==> config.mk <==
export PLATFORM = sky130hd
export DESIGN_NAME = gso_sync_out
export DESIGN_NICKNAME = d
export VERILOG_FILES = /design/src/logic/gso_pkg.sv /design/src/logic/gso_sync_out.sv
export SDC_FILE = /design/constraint.sdc
export NUM_CORES = 1
export LEC_CHECK = 0
export BUFFER_PORTS_ARGS = -buffer_cell sky130_fd_sc_hd__buf_2
export CAP_MARGIN = 20
export CORE_AREA = 2 2 161 147
export DETAILED_ROUTE_END_ITERATION = 10
export DIE_AREA = 0 0 163 149
export GPL_ROUTABILITY_DRIVEN = 0
export SLEW_MARGIN = 25
export SYNTH_ARGS = -nofsm -noshare
export SYNTH_HDL_FRONTEND = slang
export SYNTH_SLANG_ARGS = --single-unit
export TNS_END_PERCENT = 10
==> constraint.sdc <==
create_clock -name aclk -period 6.3 [get_ports aclk]
set_input_delay 0.63 -clock aclk [delete_from_list [all_inputs] [get_ports aclk]]
set_output_delay 0.63 -clock aclk [all_outputs]
set_load 0.05 [all_outputs]
==> src/logic/gso_pkg.sv <==
package gso_pkg;
    localparam int          NUM_FIBRE       = 4;
    localparam longint      CLK_HZ          = 200000000;
    // times in their own units
    localparam longint      INIT_TIME_MIN   = 15;
    localparam longint      PULSE_ON_MS     = 200;
    localparam longint      PULSE_OFF_MS    = 800;
    localparam longint      TEST_FREQ_HZ    = 625000;
    localparam int          TEST_DUTY_PCT   = 50;
    localparam int          MIN_SATS        = 4;
    // derived cycle counts
    localparam longint      INIT_CYCLES     = INIT_TIME_MIN * 60 * CLK_HZ;
    localparam longint      PULSE_ON_CYCLES = PULSE_ON_MS * (CLK_HZ / 1000);
    localparam longint      SECOND_CYCLES   =
        (PULSE_ON_MS + PULSE_OFF_MS) * (CLK_HZ / 1000);
    localparam int          TEST_HALF_CYCLES =
        int'(CLK_HZ * TEST_DUTY_PCT / (100 * TEST_FREQ_HZ));
    localparam int          FLASH_HALF_CYCLES = 50000000;
    // register map
    localparam logic [7:0]  ADDR_FIBRE_MODE = 8'h00;
    localparam logic [7:0]  ADDR_TC_MODE    = 8'h04;
    localparam logic [7:0]  ADDR_STATUS     = 8'h08;
    localparam logic [7:0]  ADDR_IRQ_STAT   = 8'h0C;
    localparam logic [7:0]  ADDR_IRQ_MASK   = 8'h10;
    localparam logic [1:0]  RESP_OKAY       = 2'h0;
    localparam logic [1:0]  RESP_SLVERR     = 2'h2;
    localparam logic [11:0] FIBRE_MODE_RST  = 12'h000;
    localparam logic [3:0]  TC_MODE_RST     = 4'h0;
    localparam logic [3:0]  IRQ_MASK_RST    = 4'h0;
    // irq bit positions
    localparam int          IRQ_SYNC_ON     = 0;
    localparam int          IRQ_SYNC_OFF    = 1;
    localparam int          IRQ_ANT_FAIL    = 2;
    localparam int          IRQ_INIT_DONE   = 3;

    typedef enum logic [2:0] {
        GSO_OFF      = 3'b000,
        GSO_RELAY    = 3'b001,
        GSO_MU_AUTO  = 3'b010,
        GSO_MU_GPS   = 3'b011,
        GSO_TEST     = 3'b100
    } gso_fibre_mode_e;

    typedef enum logic [1:0] {
        GSO_TC_OFF   = 2'b00,
        GSO_TC_MOD   = 2'b01,
        GSO_TC_UNMOD = 2'b10
    } gso_tc_mode_e;

    typedef enum logic [1:0] {
        GSO_INIT     = 2'b00,
        GSO_HOLD     = 2'b01,
        GSO_SYNC     = 2'b10
    } gso_state_e;
endpackage

==> src/logic/gso_sync_out.sv <==
`timescale 1ns/1ps
`default_nettype none
module gso_sync_out
    import gso_pkg::*;
#(
    parameter longint INIT_CYCLES_P   = gso_pkg::INIT_CYCLES,
    parameter longint SECOND_CYCLES_P = gso_pkg::SECOND_CYCLES,
    parameter longint PULSE_CYCLES_P  = gso_pkg::PULSE_ON_CYCLES,
    parameter int     FLASH_CYCLES_P  = gso_pkg::FLASH_HALF_CYCLES
) (
    input  wire logic                          aclk,
    input  wire logic                          aresetn,
    input  wire logic [31:0]                   s_axi_awaddr,
    input  wire logic                          s_axi_awvalid,
    output logic                               s_axi_awready,
    input  wire logic [31:0]                   s_axi_wdata,
    input  wire logic [3:0]                    s_axi_wstrb,
    input  wire logic                          s_axi_wvalid,
    output logic                               s_axi_wready,
    output logic [1:0]                         s_axi_bresp,
    output logic                               s_axi_bvalid,
    input  wire logic                          s_axi_bready,
    input  wire logic [31:0]                   s_axi_araddr,
    input  wire logic                          s_axi_arvalid,
    output logic                               s_axi_arready,
    output logic [31:0]                        s_axi_rdata,
    output logic [1:0]                         s_axi_rresp,
    output logic                               s_axi_rvalid,
    input  wire logic                          s_axi_rready,
    input  wire logic                          pps_tick,
    input  wire logic [4:0]                    sat_count,
    input  wire logic                          antenna_ok,
    input  wire logic                          self_test_ok,
    input  wire logic                          timecode_bit,
    input  wire logic                          timecode_mod,
    output logic [gso_pkg::NUM_FIBRE-1:0]      fibre_tx,
    output logic                               coax_timecode_socket,
    output logic                               diff_timecode_socket,
    output logic                               unit_healthy_led,
    output logic                               antenna_fail_led,
    output logic                               sync_led,
    output logic                               test_mode_led,
    output logic                               irq
);
    import gso_pkg::*;

    function automatic gso_fibre_mode_e mode_of(input logic [11:0] f,
                                                input int i);
        return gso_fibre_mode_e'(f[3*i +: 3]);
    endfunction

    // registers
    logic [11:0]   fibre_mode_reg;
    logic [3:0]    tc_mode_reg;
    logic [3:0]    irq_stat_reg;
    logic [3:0]    irq_mask_reg;
    gso_state_e    state_reg;
    logic [37:0]   init_cnt_reg;
    logic [31:0]   sec_cnt_reg;
    logic [7:0]    sq_cnt_reg;
    logic          sq_reg;
    logic [31:0]   flash_cnt_reg;
    logic          flash_reg;
    logic [NUM_FIBRE-1:0] fibre_tx_reg;
    logic          coax_reg;
    logic          diff_reg;
    logic          healthy_reg;
    logic          ant_reg;
    logic          sync_reg;
    logic          test_led_reg;
    logic          emit_prev_reg;
    logic          ant_prev_reg;
    logic          init_prev_reg;
    logic          aw_hold_reg;
    logic          w_hold_reg;
    logic [7:0]    awaddr_reg;
    logic [31:0]   wdata_reg;
    logic [3:0]    wstrb_reg;
    logic          bvalid_reg;
    logic [1:0]    bresp_reg;
    logic          rvalid_reg;
    logic [1:0]    rresp_reg;
    logic [31:0]   rdata_reg;

    // axi4-lite decode
    wire aw_take   = s_axi_awvalid && !aw_hold_reg && !bvalid_reg;
    wire w_take    = s_axi_wvalid && !w_hold_reg && !bvalid_reg;
    wire aw_have   = aw_hold_reg || aw_take;
    wire w_have    = w_hold_reg || w_take;
    wire wr_fire   = aw_have && w_have && !bvalid_reg;
    wire [7:0]  wa = aw_hold_reg ? awaddr_reg : s_axi_awaddr[7:0];
    wire [31:0] wd = w_hold_reg ? wdata_reg : s_axi_wdata;
    wire [3:0]  ws = w_hold_reg ? wstrb_reg : s_axi_wstrb;
    wire wr_hi_ok  = (aw_hold_reg ? 1'b1 : (s_axi_awaddr[31:8] == 24'h0));
    wire wr_mode   = wr_fire && wr_hi_ok && wa == ADDR_FIBRE_MODE;
    wire wr_tc     = wr_fire && wr_hi_ok && wa == ADDR_TC_MODE;
    wire wr_stat   = wr_fire && wr_hi_ok && wa == ADDR_IRQ_STAT && ws[0];
    wire wr_mask   = wr_fire && wr_hi_ok && wa == ADDR_IRQ_MASK && ws[0];
    wire wr_known  = wr_hi_ok && (wa == ADDR_FIBRE_MODE || wa == ADDR_TC_MODE
                     || wa == ADDR_STATUS || wa == ADDR_IRQ_STAT
                     || wa == ADDR_IRQ_MASK);
    wire rd_fire   = s_axi_arvalid && !rvalid_reg;
    wire rd_hi_ok  = s_axi_araddr[31:8] == 24'h0;
    wire [7:0] ra  = s_axi_araddr[7:0];

    assign s_axi_awready = aw_take;
    assign s_axi_wready  = w_take;
    assign s_axi_arready = rd_fire;
    assign s_axi_bvalid  = bvalid_reg;
    assign s_axi_bresp   = bresp_reg;
    assign s_axi_rvalid  = rvalid_reg;
    assign s_axi_rresp   = rresp_reg;
    assign s_axi_rdata   = rdata_reg;

    // status and mode decode
    wire sats_low   = sat_count < 5'(MIN_SATS);
    wire sats_high  = sat_count > 5'(MIN_SATS);
    wire init_done  = init_cnt_reg == 38'(INIT_CYCLES_P);
    wire emitting   = state_reg == GSO_SYNC;
    wire sec_end    = sec_cnt_reg == 32'(SECOND_CYCLES_P - 1);
    wire pulse_on   = sec_cnt_reg < 32'(PULSE_CYCLES_P);
    wire sq_end     = sq_cnt_reg == 8'(TEST_HALF_CYCLES - 1);
    wire flash_end  = flash_cnt_reg == 32'(FLASH_CYCLES_P - 1);

    logic [NUM_FIBRE-1:0] fibre_next;
    logic                 any_test;
    always_comb begin
        fibre_next = '0;
        any_test   = 1'b0;
        for (int i = 0; i < NUM_FIBRE; i++) begin
            unique case (mode_of(fibre_mode_reg, i))
                GSO_OFF:  fibre_next[i] = 1'b0;
                GSO_TEST: begin
                    fibre_next[i] = sq_reg;
                    any_test      = 1'b1;
                end
                GSO_RELAY, GSO_MU_AUTO, GSO_MU_GPS:
                    fibre_next[i] = emitting && pulse_on;
                default:  fibre_next[i] = 1'b0;
            endcase
        end
    end

    wire coax_next = !init_done ? 1'b0 :
        (tc_mode_reg[1:0] == GSO_TC_UNMOD) ? timecode_bit :
        (tc_mode_reg[1:0] == GSO_TC_MOD)   ? timecode_mod : 1'b0;
    wire diff_next = init_done &&
        (tc_mode_reg[3:2] == GSO_TC_UNMOD) && timecode_bit;

    wire [3:0] irq_ev;
    assign irq_ev[IRQ_SYNC_ON]   = emitting && !emit_prev_reg;
    assign irq_ev[IRQ_SYNC_OFF]  = !emitting && emit_prev_reg;
    assign irq_ev[IRQ_ANT_FAIL]  = !antenna_ok && ant_prev_reg;
    assign irq_ev[IRQ_INIT_DONE] = init_done && !init_prev_reg;
    wire [3:0] stat_clr = wr_stat ? wd[3:0] : 4'h0;
    assign irq = |(irq_stat_reg & irq_mask_reg);

    wire [31:0] status_word = {26'h0, irq_stat_reg != 4'h0, any_test,
                               init_done, !antenna_ok, emitting,
                               self_test_ok};

    // sync state machine
    gso_state_e state_next;
    always_comb begin
        state_next = state_reg;
        unique case (state_reg)
            GSO_INIT: if (init_done) state_next = GSO_HOLD;
            GSO_HOLD: if (sats_high && antenna_ok)
                state_next = GSO_SYNC;
            GSO_SYNC: if (sats_low || !antenna_ok)
                state_next = GSO_HOLD;
            default:  state_next = GSO_INIT;
        endcase
    end

    always_ff @(posedge aclk) begin
        if (!aresetn) begin
            state_reg     <= GSO_INIT;
            init_cnt_reg  <= 38'h0;
            emit_prev_reg <= 1'b0;
            ant_prev_reg  <= 1'b1;
            init_prev_reg <= 1'b0;
        end else begin
            state_reg     <= state_next;
            if (!init_done)
                init_cnt_reg <= init_cnt_reg + 38'h1;
            emit_prev_reg <= emitting;
            ant_prev_reg  <= antenna_ok;
            init_prev_reg <= init_done;
        end
    end

    // seconds timebase, restarted by the pps tick
    always_ff @(posedge aclk) begin
        if (!aresetn) begin
            sec_cnt_reg <= 32'h0;
        end else if (pps_tick || sec_end) begin
            sec_cnt_reg <= 32'h0;
        end else begin
            sec_cnt_reg <= sec_cnt_reg + 32'h1;
        end
    end

    always_ff @(posedge aclk) begin
        if (!aresetn) begin
            sq_cnt_reg    <= 8'h0;
            sq_reg        <= 1'b0;
            flash_cnt_reg <= 32'h0;
            flash_reg     <= 1'b0;
        end else begin
            sq_cnt_reg    <= sq_end ? 8'h0 : sq_cnt_reg + 8'h1;
            if (sq_end)
                sq_reg <= !sq_reg;
            flash_cnt_reg <= flash_end ? 32'h0 : flash_cnt_reg + 32'h1;
            if (flash_end)
                flash_reg <= !flash_reg;
        end
    end

    always_ff @(posedge aclk) begin
        if (!aresetn) begin
            fibre_tx_reg <= '0;
            coax_reg     <= 1'b0;
            diff_reg     <= 1'b0;
            healthy_reg  <= 1'b0;
            ant_reg      <= 1'b0;
            sync_reg     <= 1'b0;
            test_led_reg <= 1'b0;
        end else begin
            fibre_tx_reg <= init_done ? fibre_next : '0;
            coax_reg     <= coax_next;
            diff_reg     <= diff_next;
            healthy_reg  <= self_test_ok;
            ant_reg      <= !antenna_ok;
            sync_reg     <= emitting;
            test_led_reg <= any_test && flash_reg;
        end
    end

    assign fibre_tx             = fibre_tx_reg;
    assign coax_timecode_socket = coax_reg;
    assign diff_timecode_socket = diff_reg;
    assign unit_healthy_led     = healthy_reg;
    assign antenna_fail_led     = ant_reg;
    assign sync_led             = sync_reg;
    assign test_mode_led        = test_led_reg;

    // register file and bus slave
    always_ff @(posedge aclk) begin
        if (!aresetn) begin
            fibre_mode_reg <= FIBRE_MODE_RST;
            tc_mode_reg    <= TC_MODE_RST;
            irq_mask_reg   <= IRQ_MASK_RST;
            irq_stat_reg   <= 4'h0;
            aw_hold_reg    <= 1'b0;
            w_hold_reg     <= 1'b0;
            awaddr_reg     <= 8'h0;
            wdata_reg      <= 32'h0;
            wstrb_reg      <= 4'h0;
            bvalid_reg     <= 1'b0;
            bresp_reg      <= RESP_OKAY;
            rvalid_reg     <= 1'b0;
            rresp_reg      <= RESP_OKAY;
            rdata_reg      <= 32'h0;
        end else begin
            irq_stat_reg <= (irq_stat_reg & ~stat_clr) | irq_ev;
            if (wr_mode) begin
                if (ws[0]) fibre_mode_reg[7:0]  <= wd[7:0];
                if (ws[1]) fibre_mode_reg[11:8] <= wd[11:8];
            end
            if (wr_tc && ws[0]) tc_mode_reg  <= wd[3:0];
            if (wr_mask)        irq_mask_reg <= wd[3:0];
            if (aw_take && !wr_fire) begin
                aw_hold_reg <= 1'b1;
                awaddr_reg  <= s_axi_awaddr[31:8] == 24'h0 ?
                               s_axi_awaddr[7:0] : 8'hFF;
            end
            if (w_take && !wr_fire) begin
                w_hold_reg <= 1'b1;
                wdata_reg  <= s_axi_wdata;
                wstrb_reg  <= s_axi_wstrb;
            end
            if (wr_fire) begin
                aw_hold_reg <= 1'b0;
                w_hold_reg  <= 1'b0;
                bvalid_reg  <= 1'b1;
                bresp_reg   <= wr_known ? RESP_OKAY : RESP_SLVERR;
            end else if (s_axi_bready) begin
                bvalid_reg <= 1'b0;
            end
            if (rd_fire) begin
                rvalid_reg <= 1'b1;
                rresp_reg  <= RESP_OKAY;
                if (!rd_hi_ok) begin
                    rdata_reg <= 32'h0;
                    rresp_reg <= RESP_SLVERR;
                end else begin
                    unique case (ra)
                        ADDR_FIBRE_MODE: rdata_reg <= {20'h0, fibre_mode_reg};
                        ADDR_TC_MODE:    rdata_reg <= {28'h0, tc_mode_reg};
                        ADDR_STATUS:     rdata_reg <= status_word;
                        ADDR_IRQ_STAT:   rdata_reg <= {28'h0, irq_stat_reg};
                        ADDR_IRQ_MASK:   rdata_reg <= {28'h0, irq_mask_reg};
                        default: begin
                            rdata_reg <= 32'h0;
                            rresp_reg <= RESP_SLVERR;
                        end
                    endcase
                end
            end else if (s_axi_rready) begin
                rvalid_reg <= 1'b0;
            end
        end
    end

    // checks
    a_dark_before_init: assert property (@(posedge aclk) disable iff (!aresetn)
        !init_done |=> (fibre_tx == '0 && !sync_led))
        else $error("output active before initialisation");
    a_sync_drop_low: assert property (@(posedge aclk) disable iff (!aresetn)
        (emitting && sats_low) |=> !emitting)
        else $error("sync kept with too few satellites");
    a_sync_led_follow: assert property (@(posedge aclk) disable iff (!aresetn)
        emitting |=> sync_led)
        else $error("sync indicator not lit");
    a_healthy_led: assert property (@(posedge aclk) disable iff (!aresetn)
        self_test_ok |=> unit_healthy_led)
        else $error("healthy indicator dark");
    a_antenna_led: assert property (@(posedge aclk) disable iff (!aresetn)
        !antenna_ok |=> antenna_fail_led)
        else $error("antenna fail not shown");
    a_no_reinit: assert property (@(posedge aclk) disable iff (!aresetn)
        (state_reg == GSO_HOLD && sats_high && antenna_ok)
        |=> state_reg == GSO_SYNC)
        else $error("resume waited after reconnect");
    a_pulse_window: assert property (@(posedge aclk) disable iff (!aresetn)
        (init_done && emitting && !pulse_on &&
         mode_of(fibre_mode_reg, 0) == GSO_RELAY)
        |=> !fibre_tx[0])
        else $error("light during off period");
    a_test_square: assert property (@(posedge aclk) disable iff (!aresetn)
        (sq_end && $stable(sq_reg)) |=> sq_reg != $past(sq_reg))
        else $error("test square wave stalled");
    a_off_dark: assert property (@(posedge aclk) disable iff (!aresetn)
        (mode_of(fibre_mode_reg, 1) == GSO_OFF) |=> !fibre_tx[1])
        else $error("off output emits light");
    a_test_led_idle: assert property (@(posedge aclk) disable iff (!aresetn)
        !any_test |=> !test_mode_led)
        else $error("test indicator without test mode");
endmodule
`default_nettype wire

# Yosys cells after proc, flatten, opt, wreduce, memory -nomap -nowiden
# Cells that the tools add are included.
[word_totals]
ff_bits = 212
input_bits = 117
out_inout_bits = 52
wordCells = 176
[op_classes]
add_sub_neg = 4
magnitude_cmp = 3
eq_ne = 36
n_mux = 29
n_bitwise = 5
reduce_logical = 68
[op_table]
columns = ["op", "n"]
rows = [
  ["32-bit by 1-bit adder with 32-bit output, second input constant", 2],
  ["12-bit case mux with 5 select lines", 1],
  ["24-bit logical NOT", 2],
  ["38-bit by 1-bit adder with 38-bit output, second input constant", 1],
  ["38-bit == test, second input constant", 1],
  ["32-bit by 26-bit == test with 1-bit output, second input constant", 1],
  ["32-bit by 28-bit == test with 1-bit output, second input constant", 1],
  ["8-bit by 4-bit == test with 1-bit output, second input constant", 4],
  ["32-bit by 26-bit less-than comparator with 1-bit output, second input constant", 1],
  ["1-bit logical AND", 27],
  ["3-bit by 2-bit == test with 1-bit output, second input constant", 8],
  ["12-bit two-way mux", 2],
  ["8-bit by 3-bit == test with 1-bit output, second input constant", 2],
  ["8-bit by 5-bit == test with 1-bit output, second input constant", 2],
  ["8-bit logical NOT", 2],
  ["8-bit two-way mux", 2],
  ["2-bit two-way mux", 7],
  ["3-bit by 1-bit == test with 1-bit output, second input constant", 4],
  ["3-bit == test, second input constant", 4],
  ["3-bit OR reduction", 4],
  ["1-bit logical NOT", 11],
  ["1-bit two-way mux", 11],
  ["8-bit by 1-bit adder with 8-bit output, second input constant", 1],
  ["4-bit bitwise AND", 2],
  ["other kinds (22)", 42],
]

# Longest topological paths before layout
# Gate-level depths: netlist (run 1).
[logic_depth]
word_depth = 13
depth_mapped = 9

# Least setup slack after synthesis (run 1)
# Ideal clock, no wire load.
[synth_timing]
path_kind = "input-to-reg"
startpoint = "input port s_axi_wvalid"
endpoint = "register wdata_reg[10]"
setup_time_ns = 0.128
arrival_time_ns = 2.907
required_ns = 6.172
setup_slack_ns = 3.266
path_stages = 6
path_buffers = 2
cell_sequence = "nor3b_1 -> and2_1 -> clkbuf_1 -> buf_2 -> mux2i_1 -> nor2_1"
[synth_between]
elab_chain_cells = 7
[synth_rtl]
columns = ["item", "line", "text"]
rows = [
  ["start, declared", "gso_sync_out.sv:18", "input wire logic s_axi_wvalid,"],
  ["1-bit logical AND * (2 in series)", "gso_sync_out.sv:87", "wire w_take = s_axi_wvalid && !w_hold_reg && !bvalid_reg;"],
  ["1-bit logical OR", "gso_sync_out.sv:89", "wire w_have = w_hold_reg || w_take;"],
  ["1-bit logical AND (2 in series)", "gso_sync_out.sv:90", "wire wr_fire = aw_have && w_have && !bvalid_reg;"],
  ["1-bit logical NOT", "gso_sync_out.sv:278", "if (w_take && !wr_fire) begin"],
  ["1-bit logical AND *", "gso_sync_out.sv:278", ""],
  ["end signal, assigned", "gso_sync_out.sv:280", "wdata_reg <= s_axi_wdata;"],
  ["end, declared", "gso_sync_out.sv:77", "logic [31:0] wdata_reg;"],
]
# Mark *: on every way between the ends. The rest lies on a longest branch, timed or not.
# A chain may end at the register's enable or synchronous reset.

# Worst setup path in the final report (run 1)
[layout_timing]
startpoint = "register w_hold_reg"
endpoint = "register irq_mask_reg[0]"
[layout_between]
elab_chain_cells = 9
elab_cells_between_ends = 11
[layout_rtl]
columns = ["item", "line", "text"]
rows = [
  ["start, declared", "gso_sync_out.sv:75", "logic w_hold_reg;"],
  ["start signal, assigned", "gso_sync_out.sv:256", "w_hold_reg <= 1'b0;"],
  ["start signal, assigned", "gso_sync_out.sv:279", "w_hold_reg <= 1'b1;"],
  ["start signal, assigned", "gso_sync_out.sv:285", "w_hold_reg <= 1'b0;"],
  ["1-bit logical NOT", "gso_sync_out.sv:87", ""],
  ["1-bit logical AND (2 in series)", "gso_sync_out.sv:87", ""],
  ["1-bit logical OR", "gso_sync_out.sv:89", ""],
  ["1-bit logical AND (2 in series)", "gso_sync_out.sv:90", ""],
  ["1-bit logical AND (3 in series)", "gso_sync_out.sv:98", "wire wr_mask = wr_fire && wr_hi_ok && wa == ADDR_IRQ_MASK && ws[0];"],
  ["end signal, assigned", "gso_sync_out.sv:272", "if (wr_mask) irq_mask_reg <= wd[3:0];"],
  ["end, declared", "gso_sync_out.sv:56", "logic [3:0] irq_mask_reg;"],
]
# Parallel ways exist; a longest one is shown, timed or not.

==> Implementation_results.wiki, run 1 <==
{| class="wikitable"
! Metric !! Value
|-
| Status || completed
|-
| Worst slack on hold paths || 0.391 ns
|-
| Clock period minus final worst setup slack || 3.02 ns
|-
| Data arrival at the endpoint of the critical path || between 3 and 4 ns
|-
| Slowest stage delay, CP || ~0.99 ns
|-
| Slew HR || 0.297
|-
| Worst Min Path Start || antenna_ok
|-
| Detail-routed via count per cell || between 5 and 6
|-
| Total standard cell area after synthesis || between 8000 and 9000 sq um
|-
| Total clock sinks || 190
|-
| Clock tree from TritonCTS || yes
|-
| Share of flip-flops with an asynchronous set or reset || 0
|-
| Die footprint || roughly 24000 sq um
|-
| Clock transition at path regs || ~0.08 ns
|-
| Layout cell share with drive strength beyond 1 || 0.157
|-
| RSZ-0062 raised after global routing || no
|-
| Setup Viol. Count Final || 0
|-
| Synthesized instance count || 1041
|-
| Required time of the worst setup path || approximately 6.6 ns
|-
| Transition at the pin with the smallest max-transition slack || approximately 1.1 ns
|-
| Crit path cell chain || nor2_1 -> or3_1 -> a2111o_1 -> or4_1 -> mux2i_1
|-
| Clock skew after layout || 0.0122 ns
|-
| Number of max-cap violations || 0
|-
| Number of remaining DRC errors || 0
|-
| Element type at the critical path start || flop
|-
| Period Utilization, post-route || 0.479
|-
| Post-Synthesis Mean Instance Area || ~8.5 sq um
|-
| Worst Setup End Kind || flop
|-
| Vertical die dimension || about 150 um
|-
| Library cell contributing the largest single delay on the critical path || dfxtp_1
|-
| Max clock buf depth || 2
|-
| Power density over cell area || between 200 and 250 nW/um^2
|-
| Final setup TNS || 0 ns
|-
| Flop2flop setup slack || about 3.3 ns
|-
| Clock insertion delay at the later pin of the skew report || between 0.4 and 0.5 ns
|-
| End of the worst hold path || antenna_fail_led
|-
| Synth-to-layout area growth || 15.3%
|-
| Number of instances on the worst hold path || 2
|-
| Placement row count || between 50 and 60
|-
| Highest clock rate || ~330 MHz
|-
| Average routed wire per standard cell || 14.5 um
|-
| First-pass GRT wire length || about 34000 um
|-
| Cell depth of the worst flop-to-flop path || 5
|-
| TritonCTS Buffers || 17
|-
| Initial antenna violation count || 4
|-
| Buffer count from post-CTS setup fixing || 0
|-
| Initial Utilization || 0.388
|-
| Cell chosen for the clock root || clkbuf_16
|-
| Final hold violations || 0
|-
| Post-cts repair resize count || 0
|-
| Number of synthesis warnings || 0
|-
| Residual overflow from global routing || 0
|-
| Die X || approximately 160 um
|-
| CTS Hold Buffers Added || 0
|-
| Number of port buffers || roughly 120
|-
| Detailed Place HPWL || between 15000 and 20000 um
|-
| Worst setup path startpoint || w_hold_reg
|-
| Launch point of the worst reg-to-reg path || w_hold_reg
|-
| Std-Cell Core Area || around 23000 sq um
|-
| Crit path kind || reg2reg
|-
| Synthesized flop and latch total || between 150 and 200
|-
| Static Leak || 3.85 nW
|-
| Share of synthesized area occupied by flip-flops and latches || 0.428
|-
| Max FO, Critical Path || 21
|-
| Number of H-tree branching levels || 4
|-
| Prevailing post-synth register cell || dfxtp_1
|-
| Fill cell count || about 2200
|-
| Number of synthesized flops with an enable pin || 0
|-
| Vias in the first global route || 6735
|-
| Top Ports || 169
|-
| Total count of max-transition violations in the final report || 0
|-
| Max reg flops || 38
|-
| DRT Wirelength || 21100 um
|-
| Worst hold-check path type || in2reg
|-
| Overall global routing resource usage || 0.173
|-
| Remaining antenna violation count after routing || 0
|-
| DRT iter0 DRCs || roughly 490
|-
| Peak VDD IR || between 0.15 and 0.2 mV
|-
| Count of different cell masters after synthesis || just over 60
|-
| Final net count || 1262
|-
| Count of vias placed by the detailed router || between 7000 and 8000
|-
| Largest net degree at the start of global routing || 76
|-
| Pre-antenna DRT Iters || 4
|-
| Worst flop-to-flop path endpoint || irq_mask_reg[0]
|}
-- cell usage after synthesis, types with 9 or more instances --
| cell type | count | area (sq um) |
|---|---|---|
| dfxtp_1 | 190 | 3800 |
| xnor2_1 | 44 | 385 |
| nand2_1 | 87 | 327 |
| buf_4 | 23 | 173 |
| nand4_1 | 37 | 231 |
| or3_1 | 18 | 113 |
| mux2_2 | 9 | 101 |
| nor4_1 | 39 | 244 |
| a21oi_1 | 30 | 150 |
| and3_1 | 16 | 100 |
| o21ai_0 | 18 | 90.1 |
| inv_1 | 19 | 71.3 |
| and4_1 | 14 | 123 |
| or4_1 | 11 | 82.6 |
| xor2_1 | 51 | 447 |
| nand2b_1 | 11 | 68.8 |
| mux2i_1 | 41 | 410 |
| nor3_1 | 37 | 185 |
| and2_1 | 14 | 87.6 |
| clkbuf_1 | 39 | 146 |
| nor2_1 | 152 | 571 |
| nand3_1 | 59 | 295 |
-- worst max-delay path by stage --
stage | endpoint
detailed placement | fibre_tx[3]
CTS | irq_mask_reg[0]
global route | irq_mask_reg[3]
floorplan | wdata_reg[10]
finish | irq_mask_reg[0]
global placement | fibre_tx[2]
-- cells by family after synthesis --
group	share of synthesized area
simple gates	0.297
fa+ha+maj	0.00704
buf+inv	0.0480
flops	0.428
xor+xnor	0.0937
mux	0.0627
compound gates	0.0631
other cells	0.000422
-- metrics by stage --
step           cells  area (sq um)  total power, mW   util  worst slack, ns
6_report        1457         10200             2.52  0.448             3.28
5_1_grt         1455         10200             2.63  0.447             3.11
4_1_cts         1455         10200             2.55  0.447             3.29
3_5_place_dp    1423          9650             1.48  0.422             3.29
3_3_place_gp    1423          9650             1.48  0.422             3.29
2_1_floorplan   1062          8960             1.43      -             3.27
-- critical path: cells and delay by family, from the launching register on --
family | cells | cell delay (ns)
compound gates | 1 | 0.45
flops | 1 | 0.99
mux | 1 | 0.18
simple gates | 3 | 1.28
-- cell type report --
| class | instances | area, sq um | area share |
|---|---|---|---|
| tap | 302 | 378 | 0.0369 |
| clock buffer | 19 | 443 | 0.0432 |
| clock inverter | 13 | 139 | 0.0136 |
| antenna | 2 | 5.00 | 0.000489 |
| timing repair buffer | 128 | 651 | 0.0635 |
| multi-input combinational | 783 | 4750 | 0.464 |
| inverter | 20 | 75.1 | 0.00733 |
| sequential | 190 | 3800 | 0.371 |
-- placed cells by master (no fill, tap or decap), types with 30 or more instances in the layout --
cell type  count
nand4_1       37
xor2_1        51
nor4_1        37
nand2_1       87
buf_2        124
nand3_1       59
xnor2_1       44
nor2_1       152
a21oi_1       30
mux2i_1       41
nor3_1        37
dfxtp_1      190
-- power breakdown --
group	total, mW	internal [mW]	leakage, nW	switching (mW)
clock	1.07	0.573	0.289	0.499
sequential	1.25	1.22	1.54	0.0254
combinational	0.203	0.0690	2.02	0.134
total	2.52	1.87	3.85	0.658
-- routing by layer --
layer,global-route usage,up-vias,routed length [um]
met3,0.0381,20,1130
li1,-,3826,-
met5,0,-,26
met1,0.232,3421,10300
met4,0.0478,4,218
met2,0.282,161,9420
Power figures use the tool's default switching activity.
==> run 2, diff against run 1 <==
==> constraint.sdc (replaced) <==
create_clock -name aclk -period 2.7 [get_ports aclk]
set_input_delay 0.27 -clock aclk [delete_from_list [all_inputs] [get_ports aclk]]
set_output_delay 0.27 -clock aclk [all_outputs]
set_load 0.05 [all_outputs]
==> run 2 against run 1 <==
  * Die area unchanged
  * Worst hold slack got worse by 0.33 ns
  * First-iteration DRC count decreased by 2.1%
  * Register-to-register slack got worse by 3.0 ns
  * Non-clock buffer count increased by 12
  * Clock skew increased by 0.00068 ns
  * Via count increased by 1.2%
  * Sequential share of layout area decreased by 0.27 points
  * Sequential power increased by 130%
  * Final cell count increased by 0.69%
==> Implementation_results.wiki, run 2 (same netlist as run 1, synthesis figures left out) <==
{| class="wikitable"
! Metric !! Value
|-
| Initial Utilization || 0.388
|-
| Data arrival at the endpoint of the critical path || 2.79 ns
|-
| Placement row count || between 50 and 60
|-
| DRT iter0 DRCs || ~480
|-
| Setup Viol. Count Final || 0
|-
| Average routed wire per standard cell || about 15 um
|-
| Final setup TNS || 0 ns
|-
| Number of H-tree branching levels || 4
|-
| Final net count || 1274
|-
| Cell occurring most often along the worst timing path || or4_1
|-
| Leading cell type in the layout, fill and taps excluded || dfxtp_1
|-
| Flop2flop setup slack || between 0.2 and 0.3 ns
|-
| Post-cts repair resize count || 0
|-
| Library cell contributing the largest single delay on the critical path || or4_1
|-
| Layout cell share with drive strength beyond 1 || 0.163
|-
| Number of remaining DRC errors || 0
|-
| Non-filler instance count after layout || approximately 1500
|-
| Final hold violations || 0
|-
| Clock transition at path regs || 0.08 ns
|-
| Total count of max-transition violations in the final report || 0
|-
| Transition at the pin with the smallest max-transition slack || ~0.97 ns
|-
| Worst setup path endpoint || diff_timecode_socket
|-
| Worst flop-to-flop path endpoint || diff_timecode_socket
|-
| Number of diodes added for antenna fixing || 0
|-
| Crit path cell chain || or4_1 -> or4_1 -> or4_1 -> nor3_1
|-
| Total clock sinks || 190
|-
| Static Leak || slightly below 4 nW
|-
| Count of vias placed by the detailed router || 7518
|-
| Detail-routed via count per cell || 5.12
|-
| Number of max-cap violations || 0
|-
| Required time of the worst setup path || roughly 3 ns
|-
| RSZ-0062 raised after global routing || no
|-
| Worst Min Path Start || self_test_ok
|-
| Clock skew after layout || approximately 0.013 ns
|-
| Max reg flops || 38
|-
| DRT Wirelength || between 20000 and 25000 um
|-
| Clock tree from TritonCTS || yes
|-
| Pre-antenna DRT Iters || 7
|-
| Worst Setup End Kind || flop
|-
| Die footprint || roughly 24000 sq um
|-
| Remaining antenna violation count after routing || 0
|-
| Element type at the critical path start || flop
|-
| TritonCTS Buffers || 17
|-
| Highest clock rate || 412 MHz
|-
| Commonest cells after routing, fill and taps aside || dfxtp_1 (190), nor2_1 (152), buf_2 (124)
|-
| Worst setup path startpoint || init_cnt_reg[6]
|-
| Top Ports || about 170
|-
| Vertical die dimension || 149 um
|-
| Status || completed
|-
| Clock insertion delay at the later pin of the skew report || around 0.43 ns
|-
| Vias in the first global route || roughly 7000
|-
| Overall global routing resource usage || 0.177
|-
| Synth-to-layout area growth || 16.1%
|-
| Worst hold-check path type || in2reg
|-
| Max clock buf depth || 2
|-
| Largest net degree at the start of global routing || 80
|-
| Initial antenna violation count || 1
|-
| Slowest stage delay, CP || approximately 0.73 ns
|-
| Residual overflow from global routing || 0
|-
| Fill cell count || between 2000 and 2500
|-
| Cell depth of the worst flop-to-flop path || 4
|-
| Placed cells || around 1400
|-
| Cell chosen for the clock root || clkbuf_16
|-
| Slew HR || 0.356
|-
| Peak VDD IR || roughly 0.37 mV
|-
| Number of port buffers || 124
|-
| Die X || ~160 um
|-
| Launch point of the worst reg-to-reg path || init_cnt_reg[6]
|-
| Clock period minus final worst setup slack || between 2 and 2.5 ns
|-
| First-pass GRT wire length || 34600 um
|-
| Number of instances on the worst hold path || 2
|-
| Period Utilization, post-route || 0.900
|-
| Detailed Place HPWL || approximately 15000 um
|-
| Max FO, Critical Path || 8
|-
| Crit path kind || reg2reg
|-
| Power density over cell area || ~560 nW/um^2
|-
| Std-Cell Core Area || between 20000 and 25000 sq um
|}
==> run 2: cell types whose count changed in the layout (fill, tap and decap cells not counted), moves of 2 or more <==
cell        before  now
inv_6            6    3
clkinvlp_4       0    2
clkinv_8         0    2
buf_4            4   14
diode_2          2    0
==> run 2: cell type report <==
type	instances	area, sq um	share of cell area
Clock buffer	18	429	0.0416
Multi-Input combinational cell	783	4740	0.460
Sequential cell	190	3800	0.369
Timing Repair Buffer	140	756	0.0732
Clock inverter	14	133	0.0129
Tap cell	302	378	0.0366
Inverter	20	75.1	0.00728
==> run 2: timing repair <==
action,CTS,global route
hold buffers,1,0
hold endpoints to repair,1,0
buffers inserted,0,0
==> run 2: worst min-delay path by stage <==
stage | endpoint
after global routing | unit_healthy_led
final | unit_healthy_led
after CTS | unit_healthy_led
after global placement | irq_stat_reg[3]
after floorplan | antenna_fail_led
after detailed placement | irq_stat_reg[3]
==> run 2: critical path: cells and delay by family (launching register included) <==
kind,cells,cell delay [ns]
simple gates,4,2.02
flops,1,0.34
==> run 2: report_power, final <==
group,internal [mW],switching [mW]
registers,2.86,0.0392
logic,0.171,0.330
clock network,1.22,1.18
==> run 2: per-stage QoR <==
stage          instance area [sq um]  total power, mW  hold slack (ns)  setup WS [ns]  utilization
2_1_floorplan                   8970             3.33            0.354        -0.0950            -
3_3_place_gp                    9750             3.46            0.408          0.286        0.426
3_5_place_dp                    9750             3.46            0.414          0.250        0.426
4_1_cts                        10300             5.87           0.0370          0.243        0.451
5_1_grt                        10300             6.05           0.0472          0.169        0.451
6_report                       10300             5.80           0.0582          0.271        0.451
==> run 2: metal layers <==
metal / up-vias / global-route usage / routed length [um]
met1: 3464 / 0.246 / 10400
met4: 2 / 0.0412 / 241
met3: 14 / 0.0395 / 1130
met5: - / 0 / 11
li1: 3851 / - / -
met2: 187 / 0.281 / 9470
